**config.mk**
```make
export PLATFORM = sky130hd
export DESIGN_NAME = rcs_startup
export DESIGN_NICKNAME = d
export VERILOG_FILES = /design/src/hdl/rcs_pkg.sv /design/src/hdl/rcs_startup.sv
export VERILOG_INCLUDE_DIRS = /design/src /design/src/hdl
export SDC_FILE = /design/constraint.sdc
export NUM_CORES = 1
export LEC_CHECK = 0
export ABC_AREA = 1
export BUFFER_PORTS_ARGS = -buffer_cell sky130_fd_sc_hd__buf_2
export CAP_MARGIN = 20
export CORE_MARGIN = 2
export CORE_UTILIZATION = 30
export CTS_BUF_LIST = sky130_fd_sc_hd__clkbuf_16
export CTS_CLUSTER_SIZE = 14
export DETAILED_ROUTE_END_ITERATION = 8
export SETUP_SLACK_MARGIN = 0.02
export SKIP_CTS_REPAIR_TIMING = 1
export SLEW_MARGIN = 40
export SYNTH_ARGS = -nofsm -noshare
export SYNTH_HDL_FRONTEND = slang
export SYNTH_SLANG_ARGS = --single-unit
```
**constraint.sdc**
```tcl
create_clock -name i_mclk -period 3.9 [get_ports i_mclk]
set_input_delay 0.78 -clock i_mclk [delete_from_list [all_inputs] [get_ports i_mclk]]
set_output_delay 0.78 -clock i_mclk [all_outputs]
set_load 0.1 [all_outputs]
```
**src/hdl/rcs_regs.svh**
```systemverilog
// Functional notes
// RL1: Select codes 0101..1000 pick external RC ranges 0.1-0.9, 0.9-3, 3-8, 8-12 MHz.
// RL2: External RC with start-up codes 00, 01, 10 waits 18 cycles on wake.
// RL3: External RC reset delay: code 00 none, 01 is 4.1 ms, 10 is 65 ms.
// RL4: External RC code 11 gives 6-cycle wake and 4.1 ms reset delay.
// RL5: Low-frequency crystal with start-up code 11 is reserved, no defined delay.
// RL6: Internal RC offers 1, 2, 4 or 8 MHz nominal, chosen by select fuses.
// RL7: Select code 1001 chooses the low-frequency watch crystal.
// RL8: Clock stays gated while oscillator cycles then reset delay are counted.
`ifndef RCS_REGS_SVH
`define RCS_REGS_SVH
`define RCS_CLK_HZ        40000000
`define RCS_SEL_ERC_LO    4'h5
`define RCS_SEL_ERC_HI    4'h8
`define RCS_SEL_LFXO      4'h9
`define RCS_SEL_IRC_1M    4'h1
`define RCS_SEL_IRC_2M    4'h2
`define RCS_SEL_IRC_4M    4'h3
`define RCS_SEL_IRC_8M    4'h4
`define RCS_SUT_00        2'h0
`define RCS_SUT_01        2'h1
`define RCS_SUT_10        2'h2
`define RCS_SUT_11        2'h3
`define RCS_ERC_WAKE_CK   16'h0012
`define RCS_ERC_FAST_CK   16'h0006
`define RCS_LFXO_1K_CK    16'h0400
`define RCS_LFXO_32K_CK   16'h8000
`define RCS_DLY_SHORT_US  4100
`define RCS_DLY_LONG_US   65000
`define RCS_DLY_SHORT_CYC (`RCS_DLY_SHORT_US * (`RCS_CLK_HZ / 1000000))
`define RCS_DLY_LONG_CYC  (`RCS_DLY_LONG_US * (`RCS_CLK_HZ / 1000000))
`endif

```
**src/hdl/rcs_pkg.sv**
```systemverilog
package rcs_pkg;
    typedef enum logic [2:0] {
        RCS_SRC_NONE = 3'h0,
        RCS_SRC_ERC  = 3'h1,
        RCS_SRC_LFXO = 3'h2,
        RCS_SRC_IRC  = 3'h3
    } rcs_src_t;
    typedef enum logic [1:0] {
        RCS_ST_IDLE  = 2'h0,
        RCS_ST_OSC   = 2'h1,
        RCS_ST_RST   = 2'h2,
        RCS_ST_RUN   = 2'h3
    } rcs_state_t;
    typedef struct packed {
        logic [3:0] clock_source_select_fuses;
        logic [1:0] startup_time_fuses;
    } rcs_fuse_t;
    typedef struct packed {
        rcs_src_t   src;
        logic [1:0] range;
        logic       reserved;
    } rcs_status_t;
endpackage

```
**src/hdl/rcs_startup.sv**
```systemverilog
`timescale 1ns/1ps
`include "rcs_regs.svh"
module rcs_startup #(
    parameter int DLY_SHORT_CYC = `RCS_DLY_SHORT_CYC,
    parameter int DLY_LONG_CYC  = `RCS_DLY_LONG_CYC
) (
    input  wire logic                i_mclk,    // System clock, 40 MHz.
    input  wire logic                i_nrst,    // Synchronous reset, active low.
    input  wire rcs_pkg::rcs_fuse_t  i_fuse,    // Configuration fuses.
    input  wire logic                i_osc_ck,  // Oscillator tick pulse, from a pin.
    input  wire logic                i_wake,    // Wake request pulse, from a pin.
    output logic                     o_clk_en,  // Core clock released.
    output rcs_pkg::rcs_status_t     o_status   // Decoded source and range.
);
    import rcs_pkg::*;

    // Two-stage synchronisers for the pin inputs.
    logic [1:0] s1_reg, s1_next, s2_reg, s2_next;
    logic       tick_prev_reg, tick_prev_next;
    logic       wake_prev_reg, wake_prev_next;
    always_comb begin
        s1_next        = {i_osc_ck, i_wake};
        s2_next        = s1_reg;
        tick_prev_next = s2_reg[1];
        wake_prev_next = s2_reg[0];
    end
    always_ff @(posedge i_mclk) begin
        if (!i_nrst) begin
            s1_reg        <= 2'h0;
            s2_reg        <= 2'h0;
            tick_prev_reg <= 1'b0;
            wake_prev_reg <= 1'b0;
        end else begin
            s1_reg        <= s1_next;
            s2_reg        <= s2_next;
            tick_prev_reg <= tick_prev_next;
            wake_prev_reg <= wake_prev_next;
        end
    end
    wire logic tick = s2_reg[1] & ~tick_prev_reg;
    wire logic wake = s2_reg[0] & ~wake_prev_reg;

    // Decode the fuses into source, range and delay settings.
    rcs_status_t dec;
    logic [15:0] osc_cnt_sel;
    logic [31:0] rst_cyc_sel;
    always_comb begin
        dec         = '{src: RCS_SRC_NONE, range: 2'h0, reserved: 1'b0};
        osc_cnt_sel = 16'h0000;
        rst_cyc_sel = 32'h0;
        if (i_fuse.clock_source_select_fuses >= `RCS_SEL_ERC_LO &&
            i_fuse.clock_source_select_fuses <= `RCS_SEL_ERC_HI) begin
            dec.src   = RCS_SRC_ERC; // RL1
            dec.range = 2'(i_fuse.clock_source_select_fuses - `RCS_SEL_ERC_LO); // RL1
            case (i_fuse.startup_time_fuses)
                `RCS_SUT_00: begin
                    osc_cnt_sel = `RCS_ERC_WAKE_CK; // RL2
                    rst_cyc_sel = 32'h0; // RL3
                end
                `RCS_SUT_01: begin
                    osc_cnt_sel = `RCS_ERC_WAKE_CK; // RL2
                    rst_cyc_sel = 32'(DLY_SHORT_CYC); // RL3
                end
                `RCS_SUT_10: begin
                    osc_cnt_sel = `RCS_ERC_WAKE_CK; // RL2
                    rst_cyc_sel = 32'(DLY_LONG_CYC); // RL3
                end
                default: begin
                    osc_cnt_sel = `RCS_ERC_FAST_CK; // RL4
                    rst_cyc_sel = 32'(DLY_SHORT_CYC); // RL4
                end
            endcase
        end else if (i_fuse.clock_source_select_fuses == `RCS_SEL_LFXO) begin
            dec.src = RCS_SRC_LFXO; // RL7
            case (i_fuse.startup_time_fuses)
                `RCS_SUT_00: begin
                    osc_cnt_sel = `RCS_LFXO_1K_CK;
                    rst_cyc_sel = 32'(DLY_SHORT_CYC);
                end
                `RCS_SUT_01: begin
                    osc_cnt_sel = `RCS_LFXO_1K_CK;
                    rst_cyc_sel = 32'(DLY_LONG_CYC);
                end
                `RCS_SUT_10: begin
                    osc_cnt_sel = `RCS_LFXO_32K_CK;
                    rst_cyc_sel = 32'(DLY_LONG_CYC);
                end
                default: dec.reserved = 1'b1; // RL5
            endcase
        end else if (i_fuse.clock_source_select_fuses >= `RCS_SEL_IRC_1M &&
                     i_fuse.clock_source_select_fuses <= `RCS_SEL_IRC_8M) begin
            dec.src   = RCS_SRC_IRC; // RL6
            dec.range = 2'(i_fuse.clock_source_select_fuses - `RCS_SEL_IRC_1M); // RL6
        end
    end

    // Start-up sequencer: oscillator count, then reset delay, then release.
    rcs_state_t  st_reg, st_next;
    logic [15:0] osc_reg, osc_next;
    logic [31:0] dly_reg, dly_next;
    logic        from_rst_reg, from_rst_next;
    logic        en_reg, en_next;
    rcs_status_t stat_reg, stat_next;
    always_comb begin
        st_next       = st_reg;
        osc_next      = osc_reg;
        dly_next      = dly_reg;
        from_rst_next = from_rst_reg;
        en_next       = 1'b0;
        stat_next     = dec;
        case (st_reg)
            RCS_ST_IDLE: begin
                osc_next = osc_cnt_sel;
                dly_next = rst_cyc_sel;
                if (dec.reserved) begin
                    st_next = RCS_ST_IDLE; // RL5
                end else begin
                    st_next = RCS_ST_OSC;
                end
            end
            RCS_ST_OSC: begin
                if (osc_reg == 16'h0000) begin
                    st_next = (from_rst_reg && dly_reg != 32'h0) ? RCS_ST_RST : RCS_ST_RUN; // RL8
                end else if (tick) begin
                    osc_next = osc_reg - 16'h0001; // RL8
                end
            end
            RCS_ST_RST: begin
                if (dly_reg <= 32'h1) begin
                    st_next = RCS_ST_RUN;
                end
                dly_next = dly_reg - 32'h1; // RL8
            end
            RCS_ST_RUN: begin
                en_next = 1'b1;
                if (wake) begin
                    en_next       = 1'b0; // RL8
                    from_rst_next = 1'b0;
                    osc_next      = osc_cnt_sel; // RL2
                    st_next       = RCS_ST_OSC;
                end
            end
            default: st_next = RCS_ST_IDLE;
        endcase
    end
    always_ff @(posedge i_mclk) begin
        if (!i_nrst) begin
            st_reg       <= RCS_ST_IDLE;
            osc_reg      <= 16'h0000;
            dly_reg      <= 32'h0;
            from_rst_reg <= 1'b1;
            en_reg       <= 1'b0;
            stat_reg     <= '{src: RCS_SRC_NONE, range: 2'h0, reserved: 1'b0};
        end else begin
            st_reg       <= st_next;
            osc_reg      <= osc_next;
            dly_reg      <= dly_next;
            from_rst_reg <= from_rst_next;
            en_reg       <= en_next;
            stat_reg     <= stat_next;
        end
    end

    // Outputs come straight from flip-flops.
    assign o_clk_en = en_reg;
    assign o_status = stat_reg;
endmodule // rcs_startup

```
---- After elaboration in Yosys (flattened, before gate mapping) ----
Index checks and enable logic that the tools add are counted.
word-level totals
  register bits ........................... 64
  input bits .............................. 10
  output and inout port bits .............. 7
  logic and storage cells ................. 84
operators by class
  add/subtract/negate cells ............... 4
  order comparisons ....................... 5
  eq/ne operators ......................... 11
  mux-type cells .......................... 27
  bitwise gates (word level) .............. 5
  reduce and logical (&&, ||, !) cells .... 18
operators with widths
  kind                                                              number
  case mux 22 bit (2 select lines)                                  2
  2-to-1 mux 16 bit                                                 5
  2-to-1 mux 32 bit                                                 2
  case mux 32 bit (2 select lines)                                  1
  case mux 16 bit (3 select lines)                                  1
  less-or-equal comparator 32 x 1 -> 1 bit (second input constant)  1
  case mux 16 bit (2 select lines)                                  1
  nonzero test 32 bit                                               1
  subtractor 32 x 1 -> 32 bit (second input constant)               1
  zero test 16 bit                                                  1
  subtractor 16 x 1 -> 16 bit (second input constant)               1
  2-to-1 mux 2 bit                                                  5
  inequality test 2 bit (second input constant)                     5
  case mux 2 bit (4 select lines)                                   1
  equality test 2 bit (second input constant)                       3
  2-to-1 mux 1 bit                                                  6
  OR reduction 2 bit                                                3
  OR reduction 3 bit                                                2
  2-to-1 mux 5 bit                                                  1
  equality test 2 x 1 -> 1 bit (second input constant)              2
  equality test 4 bit (second input constant)                       1
  >= comparator 4 x 1 -> 1 bit (second input constant)              1
  >= comparator 4 x 3 -> 1 bit (second input constant)              1
  less-or-equal comparator 4 x 3 -> 1 bit (second input constant)   1
  13 further kinds                                                  21

---- Longest topological paths before layout ----
Gate-level depths: netlist (run 1).
  depth in word-level cells ............... 7
  depth in mapped cells ................... 12
  depth with buffers taken out ............ 12

---- Least setup slack after synthesis (run 1) ----
No wires, ideal clock.
  kind .................................... input to register
  start point ............................. input i_fuse[3] (netlist name)
  end point ............................... register dly_reg[18]
  library setup time ...................... 0.122 ns
  arrival ................................. 1.698 ns
  data required time ...................... 3.778 ns
  slack ................................... 2.081 ns
  stages .................................. 12
  path buffers ............................ 0
  cells stage by stage .................... inv_1 ha_1 inv_1 nand2_1 nand2_1 nand2_1 inv_1 o21ai_0 nand3_1 nand2_1 inv_1 a21oi_1
between the ends
  cells in the longest elaborated chain, start to end .. 4
  elaborated cells between the ends (all ways) .. 7
  those cells by class .................... order compare (2); eq/ne (1); mux (3); reduce/logical (1)
ends and longest elaborated chain
  element                                                               RTL line            text
  from (decl)                                                           rcs_startup.sv:9    input wire rcs_pkg::rcs_fuse_t i_fuse,
  >= comparator 4 x 3 -> 1 bit (no line), or another cell as far along  --
  logical AND 1 bit (no line) or 2-to-1 mux 32 bit (tied branches)      --
  2-to-1 mux 32 bit (*)                                                 rcs_startup.sv:51   if (i_fuse.clock_source_select_fuses >= `RCS_SEL_ERC_LO &&
  case mux 32 bit (2 select lines) (*)                                  rcs_startup.sv:111  case (st_reg)
  to (signal assigned)                                                  rcs_startup.sv:157  dly_reg <= dly_next;
  to (decl)                                                             rcs_startup.sv:100  logic [31:0] dly_reg, dly_next;
Every way passes the cells marked *; elsewhere a longest branch is shown, timed or not.
A chain may end at the register's enable or synchronous reset.

---- Worst setup path after layout (run 1) ----
  start point ............................. register st_reg[1]
  end point ............................... register osc_reg[9]
between the ends
  cells in the longest elaborated chain, start to end .. 3
  elaborated cells between the ends (all ways) .. 9
  those cells by class .................... eq/ne (5); mux (1); reduce/logical (3)
ends and longest elaborated chain
  element                                                                RTL line            text
  from (decl)                                                            rcs_startup.sv:98   rcs_state_t st_reg, st_next;
  from (signal assigned)                                                 rcs_startup.sv:155  st_reg <= st_next;
  equality test 2 x 1 -> 1 bit, or another cell as far along             rcs_startup.sv:111
  inequality test 2 bit (no line) or nonzero test 3 bit (tied branches)  --
  AND reduction 4 bit (no line)                                          --
  to (signal assigned)                                                   rcs_startup.sv:156  osc_reg <= osc_next;
  to (decl)                                                              rcs_startup.sv:99   logic [15:0] osc_reg, osc_next;
Several ways; a longest one is shown, not always the timed one.

==> flow_summary_export.csv, run 1 <==
group,metric,value,unit
status,status,"complete, no violations",
timing,tightest_slew,0.549,ns
grt,grt_first_pass_wirelength,14900,um
hold_path,holdCritStartpoint,"s1_reg[0]$_SDFF_PN0_",
place,dpl.hpwl,6430,um
power_and_ir_drop,internal_power,0.00186,W
grt,grt_use_total,14.0,%
floorplan,die_h,115,um
synth,synth_enable_flop_cells,0,
finish,drive_above_1_share,10.9,%
synth,ys.flop_type,"dfxtp_1",
clock_network,htreeDepth,3,
detailed_routing,drc,0,
finish,diodes,0,
floorplan,io_pins,17,
hold_path,hold_depth,2,
synth,ys_types,39,
hold_path,hold_class,"flip-flop to flip-flop",
synth,postSynthAreaPerCell,6.63,sq um
power_and_ir_drop,power.density,887,nW/um^2
grt,grt_pass1_vias,3262,
synth,synth-seq-cells,63,
finish,synthToLayoutAreaGrowth,12.6,%
floorplan,die_w,115,um
synth,async_reset_ff_share,0,%
power_and_ir_drop,switchingPower,0.00183,W
detailed_routing,drtAntennaViolNets,0,
detailed_routing,avgViaCountPerCell,4.81,
grt,antenna_found_initial,0,
timing,drv_slew,0,
worst_setup_path,endpoint_kind,"flip-flop",
finish,fillerInstances,1275,
synth,synth_nets,583,
clock_network,clock_path_buffers,2,
synth,ys_seq_area_share,34.2,%
worst_setup_path,critPathMostFrequentCell,"nand2_1",
detailed_routing,vias,3481,
timing,final_hold_viol_count,0,
timing,post-route-period-util,56.6,%
detailed_routing,totalWireLength,8780,um
floorplan,design.die.area,13200,sq um
floorplan,start_util,30.7,%
place,port_buffers,15,
power_and_ir_drop,p_sw_share,49.6,%
power_and_ir_drop,pwr-share-seq,26.0,%
clock_network,tritoncts,"done",
timing,max_slew_margin,63.3,%
detailed_routing,wl_per_cell,12.1,um
timing,fin_setup_tns,0,ns
worst_setup_path,crit_arrival,2.43,ns
worst_setup_path,critPathLaunch,"st_reg[1]$_SDFFE_PN0P_",
finish,nets,598,
clock_network,clock_sinks,63,
timing,rsz0062_at_grt,"no",
finish,multiInputGateArea,2040,sq um
worst_setup_path,max_stage_delay,0.42,ns
synth,yosys_warnings,0,
power_and_ir_drop,clkPwrFrac,19.3,%
detailed_routing,drt_iter0_drc,232,
run,max_cap_violations,0,
power_and_ir_drop,ir_worst_vdd,0.258,mV
synth,synth_cells,557,
worst_setup_path,critPathMaxFanout,21,
place,post-place-cells,708,
worst_setup_path,startpoint_type,"flip-flop",
clock_network,root_buffer,"clkbuf_16",
floorplan,rows,40,
timing,finalClockSkew,0.00583,ns
detailed_routing,dr.pass1.iters,5,
synth,synth_area,3690,sq um
clock_network,clk_latency,0.32,ns
finish,finalNonFillerCells,723,
timing,period_needed,2.21,ns
power_and_ir_drop,comb_power_share,54.7,%
worst_setup_path,crit_required,4.12,ns
worst_setup_path,timing.rr.start,"st_reg[1]$_SDFFE_PN0P_",
power_and_ir_drop,p_leak,1.91,nW
floorplan,coreArea,12000,sq um
worst_setup_path,reg2regPathDepth,11,
clock_network,cts_buffers,9,
worst_setup_path,crit_path_cell_trace,"inv_1 > ha_1 > inv_1 > a21oi_1 > nor2_2 > nand2_2 > inv_2 > nand2_1 > nand2_1 > nand2_1 > nor2_1",
timing,timing.fmax,453,MHz
finish,regArea,1260,sq um
finish,largest_reg_flops,32,
worst_setup_path,path_class,"flip-flop to flip-flop",
worst_setup_path,slowest_stage,"ha_1",
clock_network,clk_pin_slew_worst_paths,0.06,ns
grt,overflow,0,
grt,grt_max_degree,35,
timing,setup_viol,0,
place,routabilityCongestion,0.815,
[path summary, 6_finish.rpt]
check                                 end  slack (ns)
setup / recovery  osc_reg[9]$_SDFFE_PN0P_        1.69
hold / removal       s2_reg[0]$_SDFF_PN0_        0.41
setup reg to reg  osc_reg[9]$_SDFFE_PN0P_        1.69
hold reg to reg      s2_reg[0]$_SDFF_PN0_        0.41
[Yosys cell counts, types with 6 or more instances]
master | count | area (sq um)
o21ai_0 | 33 | 165
ha_1 | 16 | 200
nor2_1 | 84 | 315
nor3_1 | 12 | 60.1
nand4_1 | 7 | 43.8
nand3_1 | 37 | 185
nor2_2 | 10 | 62.6
inv_1 | 78 | 293
nand2_1 | 104 | 390
buf_2 | 6 | 30.0
dfxtp_1 | 63 | 1260
a21oi_1 | 44 | 220
o21ai_1 | 9 | 45.0
[power groups by stage]
stage	clock (W)	sequential, W	combinational [W]
2_1_floorplan	0	0.000954	0.00165
3_3_place_gp	0	0.000962	0.00198
3_5_place_dp	0	0.000968	0.00201
4_1_cts	0.000733	0.000956	0.00202
5_1_grt	0.000757	0.000980	0.00231
6_report	0.000711	0.000959	0.00202
[metal layers]
layer  share of wire [%]  up-vias  global-route usage [%]
li1                    -     1825                       -
met1                  47     1594                    17.3
met2                  49       53                    24.6
met3                 3.1        9                    3.16
met4                0.77        0                    3.13
met5                   0        -                       0
[cells by family (layout without fill, tap and decap cells)]
logic type	Yosys count	after routing	share of synthesized area [%]
XOR/XNOR	3	3	0.712
AO/OA/AOI/OAI	103	103	15.2
adder cells (fa/ha/maj)	16	16	5.42
buffers and inverters	98	117	10.7
AND/OR/NAND/NOR	273	273	33.7
other	1	1	0.102
flip-flops	63	63	34.2
[critical path: cells and delay by family, from the launching register on]
family	cells	cell delay, ns
simple gates	6	0.65
flops	1	0.34
fa+ha+maj	1	0.42
buf+inv	3	0.49
compound gates	1	0.21
[layout make-up]
class,instances,area share [%]
Sequential cell,63,30.3
Inverter,84,7.58
Clock buffer,9,5.42
Clock inverter,6,0.933
Timing Repair Buffer,18,2.35
Multi-Input combinational cell,396,49.0
Tap cell,147,4.42
[cell usage in the layout, fill, tap and decap left out, types with 3 or more instances in the layout]
cell,netlist,final
nor2_2,10,10
a21oi_1,44,44
buf_2,6,15
nor2_4,5,5
nor2_1,84,84
inv_1,78,78
nand2_2,5,5
inv_2,5,5
dfxtp_1,63,63
nand4_1,7,7
clkbuf_16,0,9
nor3_1,12,12
o21ai_1,9,9
clkinvlp_4,0,3
nand3_1,37,37
buf_4,1,3
nand2_1,104,104
a211oi_1,5,5
o21ai_0,33,33
clkinv_1,1,3
ha_1,16,16
xor2_1,3,3
[stage by stage]
| stage | setup slack [ns] | utilization [%] | total power [W] | hold WS (ns) | instance area [sq um] |
|---|---|---|---|---|---|
| 3_5_place_dp | 1.69 | 32.4 | 0.00298 | 0.403 | 3890 |
| 3_3_place_gp | 1.77 | 32.4 | 0.00294 | 0.401 | 3890 |
| 5_1_grt | 1.47 | 34.6 | 0.00405 | 0.423 | 4160 |
| 2_1_floorplan | 2.08 | - | 0.00261 | 0.390 | 3690 |
| 6_report | 1.69 | 34.6 | 0.00369 | 0.407 | 4160 |
| 4_1_cts | 1.67 | 34.6 | 0.00371 | 0.410 | 4160 |
(Power assumes the default switching activity.)
==> run 2: changes to the inputs <==
- ABC_AREA: 1 -> 0
- clock period: 3.9 -> 1.9 ns (I/O delays scaled with it)
==> run 2 against run 1 <==
  * The run now ends with negative setup slack left
  * Critical path type unchanged
  * Synthesized cell count shrank 27%
  * Count of clock-buffer cells in the layout is the same
  * Hold slack lost 0.17 ns
  * Utilization grew 10 points
  * Sequential share of layout area shrank 5.4 points
  * Wire length grew 12%
  * Largest cell class unchanged
  * Clock power grew 140%
  * Register-to-register slack lost 2.0 ns
  * Final cell count shrank 9.3%
==> flow_summary_export.csv, run 2 <==
group,metric,value,unit
status,status,"complete, but fails checks",
status,violations,"negative setup slack",
worst_setup_path,startpoint_type,"flip-flop",
finish,multiInputGateArea,2380,sq um
hold_path,holdPathEnd,"o_status[1]$_SDFF_PN0_",
worst_setup_path,crit_required,2.10,ns
place,place_area,4440,sq um
synth,synth-seq-cells,63,
worst_setup_path,crit_arrival,2.39,ns
clock_network,htreeDepth,3,
finish,most-common-layout-cells,"88 x buf_4, 56 x dfxtp_1, 26 x a21oi_1, 23 x nand2_1, 21 x inv_1",
detailed_routing,avgViaCountPerCell,5.40,
worst_setup_path,reg2regPathDepth,6,
synth,yosys.area.top_type,"dfxtp_1",
finish,nets,534,
floorplan,rows,39,
clock_network,clock_sinks,63,
synth,synth_enable_flop_cells,0,
floorplan,coreArea,11400,sq um
timing,rsz0062_at_grt,"yes",
detailed_routing,drc,0,
finish,finalNonFillerCells,656,
synth,async_reset_ff_share,0,%
floorplan,start_util,30.7,%
detailed_routing,drt_iter0_drc,167,
detailed_routing,dr.pass1.iters,6,
place,dpl.hpwl,6790,um
place,routabilityCongestion,0.846,
timing,fin_setup_tns,-4.90,ns
synth,yosysTopAreaCellShare,36.0,%
clock_network,clock_path_buffers,2,
grt,grt_use_total,15.3,%
timing,post-route-period-util,115,%
finish,largest_reg_flops,32,
worst_setup_path,crit_path_cell_trace,"or4_4 > or4_4 > a31oi_4 > buf_12 > or4_1 > a21oi_2",
clock_network,tritoncts,"done",
floorplan,design.die.area,12600,sq um
finish,fillerInstances,1122,
timing,hold_ws,0.238,ns
timing,max_slew_margin,57.7,%
synth,ys_types,63,
finish,regArea,1270,sq um
synth,synth_area_leaders,"dfxtp_1 36%, ha_1 5.7%, a21oi_1 4.1%, or4_1 3.6%, or3_1 2.9%",
clock_network,clk_latency,0.33,ns
timing,drv_slew,0,
worst_setup_path,endpoint_kind,"flip-flop",
worst_setup_path,max_stage_delay,0.60,ns
detailed_routing,totalWireLength,9850,um
timing,setup_viol,22,
synth,synth.most_common_cell,"dfxtp_1",
grt,grt_max_degree,32,
synth,ys_seq_area_share,36.0,%
floorplan,die_h,112,um
synth,synth_commonest_cells,"63 x dfxtp_1, 29 x a21oi_1, 26 x nand2_1",
run,max_cap_violations,0,
timing,fin_ws,-0.288,ns
detailed_routing,wl_per_cell,15.0,um
grt,overflow,0,
worst_setup_path,r2r_setup_slack,-0.29,ns
grt,grt_pass1_vias,3372,
place,post-place-cells,631,
clock_network,root_buffer,"clkbuf_16",
synth,ys.flop_type,"dfxtp_1",
power_and_ir_drop,p_leak,2.13,nW
finish,synthToLayoutAreaGrowth,45.1,%
worst_setup_path,slowest_stage,"or4_4",
timing,timing.fmax,457,MHz
worst_setup_path,timing.rr.start,"osc_reg[6]$_SDFFE_PN0P_",
place,port_buffers,15,
synth,synth_nets,430,
floorplan,io_pins,17,
floorplan,die_w,112,um
grt,antenna_found_initial,0,
hold_path,hold_class,"primary input to flip-flop",
worst_setup_path,r2r-end,"osc_reg[3]$_SDFFE_PN0P_",
power_and_ir_drop,ir_worst_vdd,0.899,mV
worst_setup_path,critPathMaxFanout,14,
worst_setup_path,critPathMostFrequentCell,"or4_4",
clock_network,cts_buffers,9,
worst_setup_path,path_class,"flip-flop to flip-flop",
detailed_routing,vias,3545,
hold_path,holdCritStartpoint,"i_fuse[2]",
synth,yosys_warnings,0,
power_and_ir_drop,power.density,1950,nW/um^2
detailed_routing,drtAntennaViolNets,0,
synth,synth_area,3510,sq um
timing,final_hold_viol_count,0,
timing,period_needed,2.19,ns
clock_network,clk_pin_slew_worst_paths,0.06,ns
grt,grt_first_pass_wirelength,15800,um
finish,diodes,0,
finish,fin_area,5090,sq um
synth,synth_cells,404,
finish,final_common_cell,"buf_4",
finish,drive_above_1_share,38.2,%
timing,finalClockSkew,0.00517,ns
synth,postSynthAreaPerCell,8.68,sq um
hold_path,hold_depth,2,
timing,tightest_slew,0.634,ns
power_and_ir_drop,p_total,0.00995,W
[run 2: cell families after synthesis]
logic type | after synthesis | synth area share [%]
AOI/OAI and AO/OA | 118 | 23.8
buffers and inverters | 41 | 5.24
other | 1 | 0.107
DFF | 63 | 36.0
muxes | 10 | 2.96
and+or+nand+nor | 155 | 26.2
adders and majority gates | 16 | 5.71
[run 2: final cells by class]
cell class / count / share of cell area, %
clock buffer: 9 / 4.42
sequential: 63 / 25.0
tap: 143 / 3.52
inverter: 20 / 1.47
multi-input combinational: 300 / 46.7
timing repair buffer: 114 / 17.4
clock inverter: 7 / 1.60
[run 2: worst max path at each step]
stage / end / from / cells after the start / slack [ns]
final: osc_reg[3]$_SDFFE_PN0P_ / osc_reg[6]$_SDFFE_PN0P_ / 6 / -0.29
after global routing: osc_reg[9]$_SDFFE_PN0P_ / osc_reg[6]$_SDFFE_PN0P_ / 6 / -0.35
after CTS: st_reg[0]$_SDFFE_PN0P_ / osc_reg[5]$_SDFFE_PN0P_ / 5 / -0.40
after detailed placement: st_reg[1]$_SDFFE_PN0P_ / osc_reg[5]$_SDFFE_PN0P_ / 5 / -0.40
after global placement: osc_reg[9]$_SDFFE_PN0P_ / osc_reg[5]$_SDFFE_PN0P_ / 6 / -0.32
after floorplan: osc_reg[3]$_SDFFE_PN0P_ / osc_reg[1]$_SDFFE_PN0P_ / 10 / -0.39
[run 2: critical path: cells and delay by family (launching register included)]
family	cells	cell delay (ns)
AND/OR/NAND/NOR	3	1.30
buffers and inverters	1	0.17
flip-flops	1	0.30
AO/OA/AOI/OAI	2	0.29
[run 2: per-stage QoR]
stage	util (%)	worst slack (ns)
final	44.6	-0.288
after global routing	44.6	-0.348
after CTS	41.5	-0.402
after detailed placement	38.8	-0.399
after global placement	38.8	-0.323
after floorplan	-	-0.390
[run 2: metal layers]
metal | global-route usage (%) | share of wire, %
met1 | 19.4 | 45
met5 | 0 | 0
met2 | 25.6 | 49
met4 | 6.34 | 2.0
met3 | 2.97 | 3.4
[run 2: power breakdown]
part	leakage (nW)	internal, W	switching, W	total, W
Sequential	0.516	0.00165	0.000230	0.00188
Combinational	1.45	0.00315	0.00319	0.00634
Clock	0.163	0.00113	0.000594	0.00172
